## config.mk

```make
export PLATFORM = sky130hd
export DESIGN_NAME = pcm_decoder
export DESIGN_NICKNAME = d
export VERILOG_FILES = /design/src/rtl/pcm_pkg.sv /design/src/rtl/pcm_decoder.sv
export SDC_FILE = /design/constraint.sdc
export NUM_CORES = 1
export LEC_CHECK = 0
export BUFFER_PORTS_ARGS = -buffer_cell sky130_fd_sc_hd__buf_2
export CORE_MARGIN = 10
export CORE_UTILIZATION = 48
export DETAILED_ROUTE_END_ITERATION = 16
export MAX_ROUTING_LAYER = met4
export PLACE_DENSITY_LB_ADDON = 0.1
export SLEW_MARGIN = 25
export SYNTH_ARGS = -nofsm -noshare
export SYNTH_HDL_FRONTEND = slang
export SYNTH_SLANG_ARGS = --single-unit
```

## constraint.sdc

```tcl
create_clock -name hclk -period 2.9 [get_ports hclk]
set_clock_uncertainty 0.05 [all_clocks]
set_input_delay 0.29 -clock hclk [delete_from_list [all_inputs] [get_ports hclk]]
set_output_delay 0.29 -clock hclk [all_outputs]
set_load 0.03 [all_outputs]
```

## src/rtl/pcm_pkg.sv

```systemverilog
/*
 Package for the per-channel mode and driver-control decoder.
 Holds register offsets, field layouts, reset values and decode enums.
 Assumes a single hclk domain and an AHB-Lite slave register port.
*/
package pcm_pkg;

   localparam int NUM_CH = 2;

   // Register byte offsets (one word per channel, then a status word and a calibration status word)
   localparam logic [7:0] CFG0_OFS = 8'h00;
   localparam logic [7:0] CFG1_OFS = 8'h04;
   localparam logic [7:0] STAT_OFS = 8'h08;
   localparam logic [7:0] CAL_OFS = 8'h0c;

   // Field positions inside a channel config word
   localparam int F_LLS = 0;
   localparam int F_PFE = 1;
   localparam int F_FMB = 2;
   localparam int F_MMB = 3;
   localparam int F_RS2 = 4;
   localparam int F_TMS = 5;
   localparam int F_VHS = 6;
   localparam int F_LDD = 7;
   localparam int F_SLW = 8;
   localparam int F_DRP = 10;
   localparam int F_ORC = 13;
   localparam int CFG_W = 17;

   // Reset values of the serial fields
   localparam logic [1:0] SLEW_RST = 2'h0;
   localparam logic [2:0] DROOP_RST = 3'h0;
   localparam logic [3:0] ORC_RST = 4'h8;
   localparam logic [2:0] DROOP_DEFAULT = 3'h1;

   // Slew percent per code, droop in tenths of a percent per step
   localparam logic [6:0] SLEW_PCT_STEP = 7'h19;
   localparam logic [6:0] SLEW_PCT_FULL = 7'h64;
   localparam logic [6:0] DROOP_TENTHS_STEP = 7'h0f;
   localparam int ORC_STEP_MOHM = 360;

   localparam logic [1:0] HRESP_OKAY = 2'h0;
   localparam logic [1:0] HTRANS_NONSEQ = 2'h2;

   typedef enum logic [1:0]
   {
      SEC_LOW_LEAK = 2'h0,
      SEC_AVAIL = 2'h1
   } pcm_sec_t;

   typedef enum logic [2:0]
   {
      PMU_HIZ = 3'h0,
      PMU_FVMI = 3'h1,
      PMU_FVMV = 3'h2,
      PMU_FIMI = 3'h3,
      PMU_FIMV = 3'h4,
      PMU_FORCE_NONE_MEASURE_NONE = 3'h5,
      PMU_FNMV = 3'h6
   } pcm_pmu_t;

   typedef enum logic [2:0]
   {
      DRV_LOW_LEAK = 3'h0,
      DRV_LOW = 3'h1,
      DRV_HIGH = 3'h3,
      DRV_TERM = 3'h2,
      DRV_HIZ_RCV = 3'h6,
      DRV_VHH = 3'h7
   } pcm_drv_t;

   // Stored serial bits for one channel
   typedef struct packed
   {
      logic [3:0] output_resistance_code;
      logic [2:0] droop_field;
      logic [1:0] slew_field;
      logic load_disable_bit;
      logic vhh_serial_enable;
      logic termination_select;
      logic range_select_bit2;
      logic measure_mode_bit;
      logic force_mode_bit;
      logic param_force_enable;
      logic low_leak_serial_bit;
   } pcm_cfg_t;

   localparam pcm_cfg_t CFG_RST = '{ORC_RST, DROOP_RST, SLEW_RST,
      1'b0, 1'b0, 1'b0, 1'b0, 1'b0, 1'b0, 1'b0, 1'b0};

   // Live high-speed and external pins for one channel
   typedef struct packed
   {
      logic low_leak_pin_n;
      logic vhh_pin_enable_n;
      logic receive_select_in;
      logic data_in;
   } pcm_pins_t;

   // Decoded channel state
   typedef struct packed
   {
      pcm_sec_t drv_sec;
      pcm_sec_t cmp_sec;
      pcm_sec_t load_sec;
      pcm_pmu_t pmu_state;
      pcm_drv_t drv_sel;
      logic cal_mode;
      logic range_b_forced;
      logic clamps_on;
      logic comparators_on;
      logic [6:0] slew_pct;
      logic [6:0] droop_tenths;
      logic signed [4:0] orc_steps;
   } pcm_dec_t;

endpackage

```

## src/rtl/pcm_decoder.sv

```systemverilog
/*
 Dual-channel pin mode and driver-control decoder with AHB-Lite registers.
 Assumes the external pins are asynchronous to hclk; the decode itself is
 combinational from stored bits and the raw pins.
*/
`timescale 1ns/100ps

// Functional notes
// - Low-leak pin low forces low leak, PMU hiz
// - Force-enable: PMU on, section low leak
// - Calibration mode bits decode four PMU states
// - Calibration keeps normal section controls except the driver, held low leak in FVMI
// - Calibration with range bit 2 set: no range A, range B
// - Receive low: data selects low/high level
// - Receive high: hiz or term by select
// - VHH by serial bit with receive high, or pin low with serial bit clear
// - Serial low-leak overrides; channels independent
// - Slew field sets 100/75/50/25 percent
// - Slew field resets to zero
// - Droop field 1.5 percent per step
// - Droop resets zero; default code 001
// - Output resistance adjusted in 360 mohm steps
// - Hiz receive keeps clamps and comparators
// - Resistance code offset binary, resets 1000
module pcm_decoder
#(
   parameter int NCH = pcm_pkg::NUM_CH
)
(
   input wire logic hclk,
   input wire logic hresetn,
   input wire logic clk_en,
   input wire logic hsel,
   input wire logic [31:0] haddr,
   input wire logic [1:0] htrans,
   input wire logic hwrite,
   input wire logic [2:0] hsize,
   input wire logic [31:0] hwdata,
   input wire logic hready,
   output logic [31:0] hrdata,
   output logic hreadyout,
   output logic [1:0] hresp,
   input wire pcm_pkg::pcm_pins_t [NCH-1:0] pins,
   output pcm_pkg::pcm_dec_t [NCH-1:0] dec
);
   import pcm_pkg::*;

   ////////////////////////////////////////////////////////////////////////
   // Bus slave

   pcm_cfg_t [NCH-1:0] cfg_q;
   logic wr_pend_q;
   logic [7:0] wr_addr_q;
   logic [31:0] hrdata_q;
   logic [NCH-1:0] llp_s1_q;
   logic [NCH-1:0] llp_s2_q;
   logic addr_ok;
   logic [31:0] rd_d;

   // Zero-wait slave; single words only, always OKAY
   assign hreadyout = 1'b1;
   assign hresp = HRESP_OKAY;
   assign hrdata = hrdata_q;
   assign addr_ok = hsel && hready && (htrans == HTRANS_NONSEQ);

   // Byte offset to channel number, -1 style miss as NCH
   function automatic int ch_of(input logic [7:0] a);
      if (a == CFG0_OFS)
         return 0;
      else if (a == CFG1_OFS)
         return 1;
      else
         return NCH;
   endfunction

   // Latch write address phase
   always_ff @(posedge hclk or negedge hresetn)
   begin
      if (!hresetn)
      begin
         wr_pend_q <= 1'b0;
         wr_addr_q <= 8'h00;
      end
      else if (clk_en)
      begin
         wr_pend_q <= addr_ok && hwrite;
         wr_addr_q <= haddr[7:0];
      end
   end

   // Config store; reset puts slew and droop at zero, resistance at 1000
   always_ff @(posedge hclk or negedge hresetn)
   begin
      if (!hresetn)
      begin
         for (int i = 0; i < NCH; i++)
            cfg_q[i] <= CFG_RST;
      end
      else if (clk_en && wr_pend_q && ch_of(wr_addr_q) < NCH)
      begin
         cfg_q[ch_of(wr_addr_q)] <= hwdata[CFG_W-1:0];
      end
   end

   // Read mux; unmapped addresses return zero
   always_comb
   begin
      rd_d = 32'h0000_0000;
      if (ch_of(haddr[7:0]) < NCH)
         rd_d[CFG_W-1:0] = cfg_q[ch_of(haddr[7:0])];
      else if (haddr[7:0] == STAT_OFS)
      begin
         for (int i = 0; i < NCH; i++)
         begin
            rd_d[4*i +: 3] = dec[i].drv_sel;
            rd_d[4*i+3] = llp_s2_q[i];
         end
      end
      else if (haddr[7:0] == CAL_OFS)
      begin
         for (int i = 0; i < NCH; i++)
         begin
            rd_d[4*i] = dec[i].cal_mode;
            rd_d[4*i+1] = dec[i].range_b_forced;
         end
      end
   end

   // Read data captured at address phase, shown in data phase
   always_ff @(posedge hclk or negedge hresetn)
   begin
      if (!hresetn)
         hrdata_q <= 32'h0000_0000;
      else if (clk_en && addr_ok && !hwrite)
         hrdata_q <= rd_d;
   end

   // Status only: pin level synchronised for software readback
   always_ff @(posedge hclk or negedge hresetn)
   begin
      if (!hresetn)
      begin
         llp_s1_q <= '1;
         llp_s2_q <= '1;
      end
      else if (clk_en)
      begin
         for (int i = 0; i < NCH; i++)
            llp_s1_q[i] <= pins[i].low_leak_pin_n;
         llp_s2_q <= llp_s1_q;
      end
   end

   ////////////////////////////////////////////////////////////////////////
   // Per-channel decode; pins act with no clock so low leak is immediate

   for (genvar c = 0; c < NCH; c++)
   begin : g_ch
      pcm_cfg_t s;
      pcm_pins_t p;
      assign s = cfg_q[c];
      assign p = pins[c];

      // Mode table; every channel has its own copy
      always_comb
      begin
         dec[c] = '0;
         dec[c].drv_sec = SEC_LOW_LEAK;
         dec[c].cmp_sec = SEC_LOW_LEAK;
         dec[c].load_sec = SEC_LOW_LEAK;
         dec[c].pmu_state = PMU_HIZ;
         dec[c].drv_sel = DRV_LOW_LEAK;
         if (!p.low_leak_pin_n)
         begin
            dec[c].pmu_state = PMU_HIZ;
         end
         else if (s.param_force_enable)
         begin
            case ({s.force_mode_bit, s.measure_mode_bit})
               2'b00: dec[c].pmu_state = PMU_FVMI;
               2'b01: dec[c].pmu_state = PMU_FVMV;
               2'b10: dec[c].pmu_state = PMU_FIMI;
               default: dec[c].pmu_state = PMU_FIMV;
            endcase
         end
         else if (!s.low_leak_serial_bit)
         begin
            dec[c].cmp_sec = SEC_AVAIL;
            dec[c].load_sec = SEC_AVAIL;
            dec[c].drv_sec = SEC_AVAIL;
            case ({s.force_mode_bit, s.measure_mode_bit})
               2'b00:
               begin
                  dec[c].pmu_state = PMU_FVMI;
                  dec[c].drv_sec = SEC_LOW_LEAK;
               end
               2'b01: dec[c].pmu_state = PMU_FIMV;
               2'b10: dec[c].pmu_state = PMU_FORCE_NONE_MEASURE_NONE;
               default: dec[c].pmu_state = PMU_FNMV;
            endcase
            dec[c].cal_mode = (dec[c].pmu_state != PMU_FORCE_NONE_MEASURE_NONE);
            // Range A withheld while calibrating with range_select_bit2 set
            dec[c].range_b_forced = dec[c].cal_mode &&
               s.range_select_bit2;
         end
         else
         begin
            // Serial low leak with force off: PMU measures only with the measure bit set, else force none measure none
            dec[c].pmu_state = s.measure_mode_bit ? PMU_FNMV : PMU_FORCE_NONE_MEASURE_NONE;
         end

         // Driver mux uses normal controls in any mode when available
         if (!p.low_leak_pin_n || s.low_leak_serial_bit ||
             dec[c].drv_sec == SEC_LOW_LEAK)
            dec[c].drv_sel = DRV_LOW_LEAK;
         else if ((s.vhh_serial_enable && p.receive_select_in) ||
                  (!s.vhh_serial_enable && !p.vhh_pin_enable_n))
            dec[c].drv_sel = DRV_VHH;
         else if (!p.receive_select_in)
            dec[c].drv_sel = p.data_in ? DRV_HIGH : DRV_LOW;
         else
            dec[c].drv_sel = s.termination_select ? DRV_TERM
                                                  : DRV_HIZ_RCV;

         // Clamps only in hiz receive; comparators on while the comparator section is available
         dec[c].clamps_on = (dec[c].drv_sel == DRV_HIZ_RCV);
         dec[c].comparators_on = (dec[c].cmp_sec == SEC_AVAIL);

         // Analog trims from stored fields
         dec[c].slew_pct = SLEW_PCT_FULL -
            7'(SLEW_PCT_STEP * s.slew_field);
         dec[c].droop_tenths = 7'(DROOP_TENTHS_STEP *
            s.droop_field);
         dec[c].orc_steps = $signed({1'b0, s.output_resistance_code})
            - $signed(5'(ORC_RST));
      end

   end
endmodule // pcm_decoder

```

==> run metrics <==
Switching Power=between 0.5 and 0.6 mW; Period minus WS final=2800 ps; largest fanout on the critical path=4; pre-CTS worst setup slack=309 ps; Crit. End Element=output pin; post-route core utilization=0.581; vias in the first global route=3169; FMAX=between 0.3 and 0.4 GHz; drt drc=0; wire length on met2=around 4700 um; cell-internal power=approximately 1.4 mW; final worst hold slack=149 ps; count of vias placed by the detailed router=2980; placeable core region=around 0.0083 sq mm; Final Routed Wirelength=9720 um; overall overflow remaining after global route=0; area used by sequential logic in the layout=0.00162 sq mm; share of layout cells above drive strength 1=0.429; antenna violation net count after detailed routing=0; layout filler cell count=762; share of synthesized area occupied by flip-flops and latches=0.393; Clock Latency Late Sink=330 ps; max-cap check violation count=0; Num Clock Sinks=64; worst slew slack as a fraction of its limit=0.606; routed wire length per instance=16.2 um; standard-cell rows=33; global-route wire length before repair=15700 um; switching share of power=0.290; outcome=finished clean; Avg Cell Area, Syn=roughly 11 sq um; worst-case setup margin in the final layout=101 ps; instance area at placement=roughly 0.0046 sq mm; WL met3=592 um; area growth from synthesis to layout=17.0%; deepest level of the CTS H-tree=3; clock transition at the registers of the reported paths=70 ps; number of clock buffers inserted by TritonCTS=9; Post-Place Cells=around 580; distinct cell type count of the synthesized netlist=47; critical path cell sequence=fa_1 > ha_1 > fa_1 > nor2b_1 > o21ai_1 > nand2b_1 > buf_2; total negative setup slack=0 ps; Cell Area, Synth=0.00410 sq mm; maximum number of pins on one net before global-route repair=26; Die X-Extent=between 100 and 150 um; RSZ-0062 raised after global routing=no; PortBufs=121; Power Density=424 mW/mm^2; maximum clock path buffer count=2; Worst Hold Class=input port to register; total power=2.03 mW; TritonCTS clock tree=built; combinational share of power=0.163; area of the die=0.0126 sq mm; die extent in y=roughly 110 um; top_reg_cell synth=sky130_fd_sc_hd__dfrtp_1; post-synthesis cell count=378; Final Hold Violating Endpoints=0; HPWL after DPL=between 7000 and 8000 um; pins over their slew limit=0; number of DRC violations after detailed-routing iteration 0=87; Ant. Diodes=0; global placer's final weighted congestion=0.825; slowest library cell on the worst path=sky130_fd_sc_hd__fa_1; number of antenna violations at the first check in global routing=0; first-pass iteration count of the detailed router=4; kind of launch point of the worst setup path=register; share of flip-flops with an asynchronous set or reset=1.00; transition time of the tightest slew-check pin=591 ps; count of flip-flops with a built-in enable after synthesis=0; summed area of non-filler cells in the final layout=0.00479 sq mm; part of the total power dissipated in the clock network=0.359; WP data arrival=2460 ps; count of yosys warnings during synthesis=0; largest stage delay on the critical path=520 ps; crit share post-route=0.965; I/O pin count=approximately 190; crit path kind=register to output pin; top layer in use=met4; combined area of the multi-input logic cells=0.00208 sq mm; Seq pwr share=0.478; fin cells=599; final setup fails=0; leakage=roughly 2.6 nW; net count reported at finish=around 600; detailed-route vias per instance=just under 5; most used cell along the critical path=sky130_fd_sc_hd__fa_1; Initial Utilization=0.496; overall global routing resource usage=0.154; worst endpoint required time=about 2600 ps; flip-flop and latch count after synthesis=64; Worst IR Drop VDD=0.000235 V; library cell used as clock root buffer=sky130_fd_sc_hd__clkbuf_8; routed length on met1=4350 um
state kept, by name (all words and copies together), names as in the netlist:
signal / flops
hrdata: 17
llp_s1_q: 2
llp_s2_q: 2
wr_addr_q: 8
wr_pend_q: 1
cfg_q: 34
critical path, delay by kind of cell, from the launching register on:
| kind | cells | cell delay, ps |
|---|---|---|
| compound gates | 1 | 130 |
| fa+ha+maj | 3 | 1180 |
| buf+inv | 1 | 170 |
| flops | 1 | 440 |
| simple gates | 2 | 220 |
timing repair:
| action | in CTS | in global routing |
|---|---|---|
| pin swaps | 1 | 1 |
| resized for setup | 2 | 6 |
| setup buffers | 1 | 2 |
| endpoints found under the setup margin | 2 | 2 |
| hold buffers | 1 | 0 |
| endpoints found under the hold margin | 23 | 0 |
cell type report:
| cell class | instances | share of cell area |
|---|---|---|
| Timing Repair Buffer | 131 | 0.142 |
| Tap cell | 105 | 0.0274 |
| Multi-Input combinational cell | 255 | 0.433 |
| Sequential cell | 64 | 0.337 |
| Clock buffer | 12 | 0.0282 |
| Clock inverter | 4 | 0.00992 |
| Inverter | 28 | 0.0219 |
cell families after synthesis:
logic type	Yosys count	synth area share
XOR/XNOR	9	0.0192
AO/OA/AOI/OAI	49	0.0721
buffers and inverters	81	0.121
multiplexers	65	0.182
AND/OR/NAND/NOR	78	0.110
other	2	0.00183
flip-flops	64	0.393
adder cells (fa/ha/maj)	30	0.101
synth_stat cells (6+ instances only):
cell / number / area share
sky130_fd_sc_hd__xnor2_1: 6 / 0.013
sky130_fd_sc_hd__nand2_1: 18 / 0.016
sky130_fd_sc_hd__dfstp_2: 6 / 0.038
sky130_fd_sc_hd__o21ai_0: 15 / 0.018
sky130_fd_sc_hd__ha_1: 25 / 0.076
sky130_fd_sc_hd__mux2i_1: 19 / 0.046
sky130_fd_sc_hd__a21oi_1: 15 / 0.018
sky130_fd_sc_hd__buf_4: 42 / 0.077
sky130_fd_sc_hd__inv_1: 28 / 0.026
sky130_fd_sc_hd__mux2_2: 36 / 0.099
sky130_fd_sc_hd__mux2_4: 10 / 0.037
sky130_fd_sc_hd__dfrtp_1: 58 / 0.35
sky130_fd_sc_hd__nor2_1: 21 / 0.019
placed cells by master (no fill, tap or decap), types with 2 or more instances in the layout:
cell type                  instances
sky130_fd_sc_hd__a21oi_1          15
sky130_fd_sc_hd__a22oi_1           4
sky130_fd_sc_hd__a31oi_1           3
sky130_fd_sc_hd__and2_1            5
sky130_fd_sc_hd__and4_1            2
sky130_fd_sc_hd__buf_2           121
sky130_fd_sc_hd__buf_4             9
sky130_fd_sc_hd__clkbuf_1          3
sky130_fd_sc_hd__clkbuf_8          9
sky130_fd_sc_hd__clkinv_2          2
sky130_fd_sc_hd__conb_1           24
sky130_fd_sc_hd__dfrtp_1          53
sky130_fd_sc_hd__dfrtp_2           5
sky130_fd_sc_hd__dfstp_2           6
sky130_fd_sc_hd__fa_1              4
sky130_fd_sc_hd__ha_1             25
sky130_fd_sc_hd__inv_1            27
sky130_fd_sc_hd__mux2_2           36
sky130_fd_sc_hd__mux2_4           10
sky130_fd_sc_hd__mux2i_1          19
sky130_fd_sc_hd__nand2_1          18
sky130_fd_sc_hd__nand2b_1          5
sky130_fd_sc_hd__nand3_1           3
sky130_fd_sc_hd__nor2_1           21
sky130_fd_sc_hd__nor2b_1           5
sky130_fd_sc_hd__o211a_1           2
sky130_fd_sc_hd__o21ai_0          14
sky130_fd_sc_hd__o22ai_1           5
sky130_fd_sc_hd__o311a_1           2
sky130_fd_sc_hd__o31a_1            2
sky130_fd_sc_hd__or2_2             2
sky130_fd_sc_hd__or3_1             2
sky130_fd_sc_hd__or4b_2            4
sky130_fd_sc_hd__xnor2_1           6
sky130_fd_sc_hd__xor2_1            3
routing by layer:
metal,vias up,GRT usage
met4,0,0.0550
li1,1450,-
met2,99,0.247
met1,1421,0.182
met5,-,-
met3,10,0.0421
worst paths after layout:
check / from / to / slack [ps] / cells after the start
worst max-delay path: cfg_q[28] / dec[46] / 100 / 7
worst min-delay path: hwdata[16] / cfg_q[16] / 150 / 2
worst max register to register: wr_addr_q[0] / cfg_q[3] / 720 / 5
worst min register to register: hrdata[9] / hrdata[9] / 420 / 2
max in group asynchronous: hresetn / llp_s1_q[1] / 1590 / 3
min in group asynchronous: hresetn / cfg_q[0] / 440 / 2
power groups by stage:
stage | logic (mW) | clock network (mW) | registers, mW
global route | 0.360 | 0.785 | 0.978
CTS | 0.335 | 0.748 | 0.972
global placement | 0.328 | 0 | 0.988
finish | 0.332 | 0.729 | 0.972
floorplan | 0.211 | 0 | 1.02
detailed placement | 0.332 | 0 | 0.988
Power figures use the tool's default switching activity.
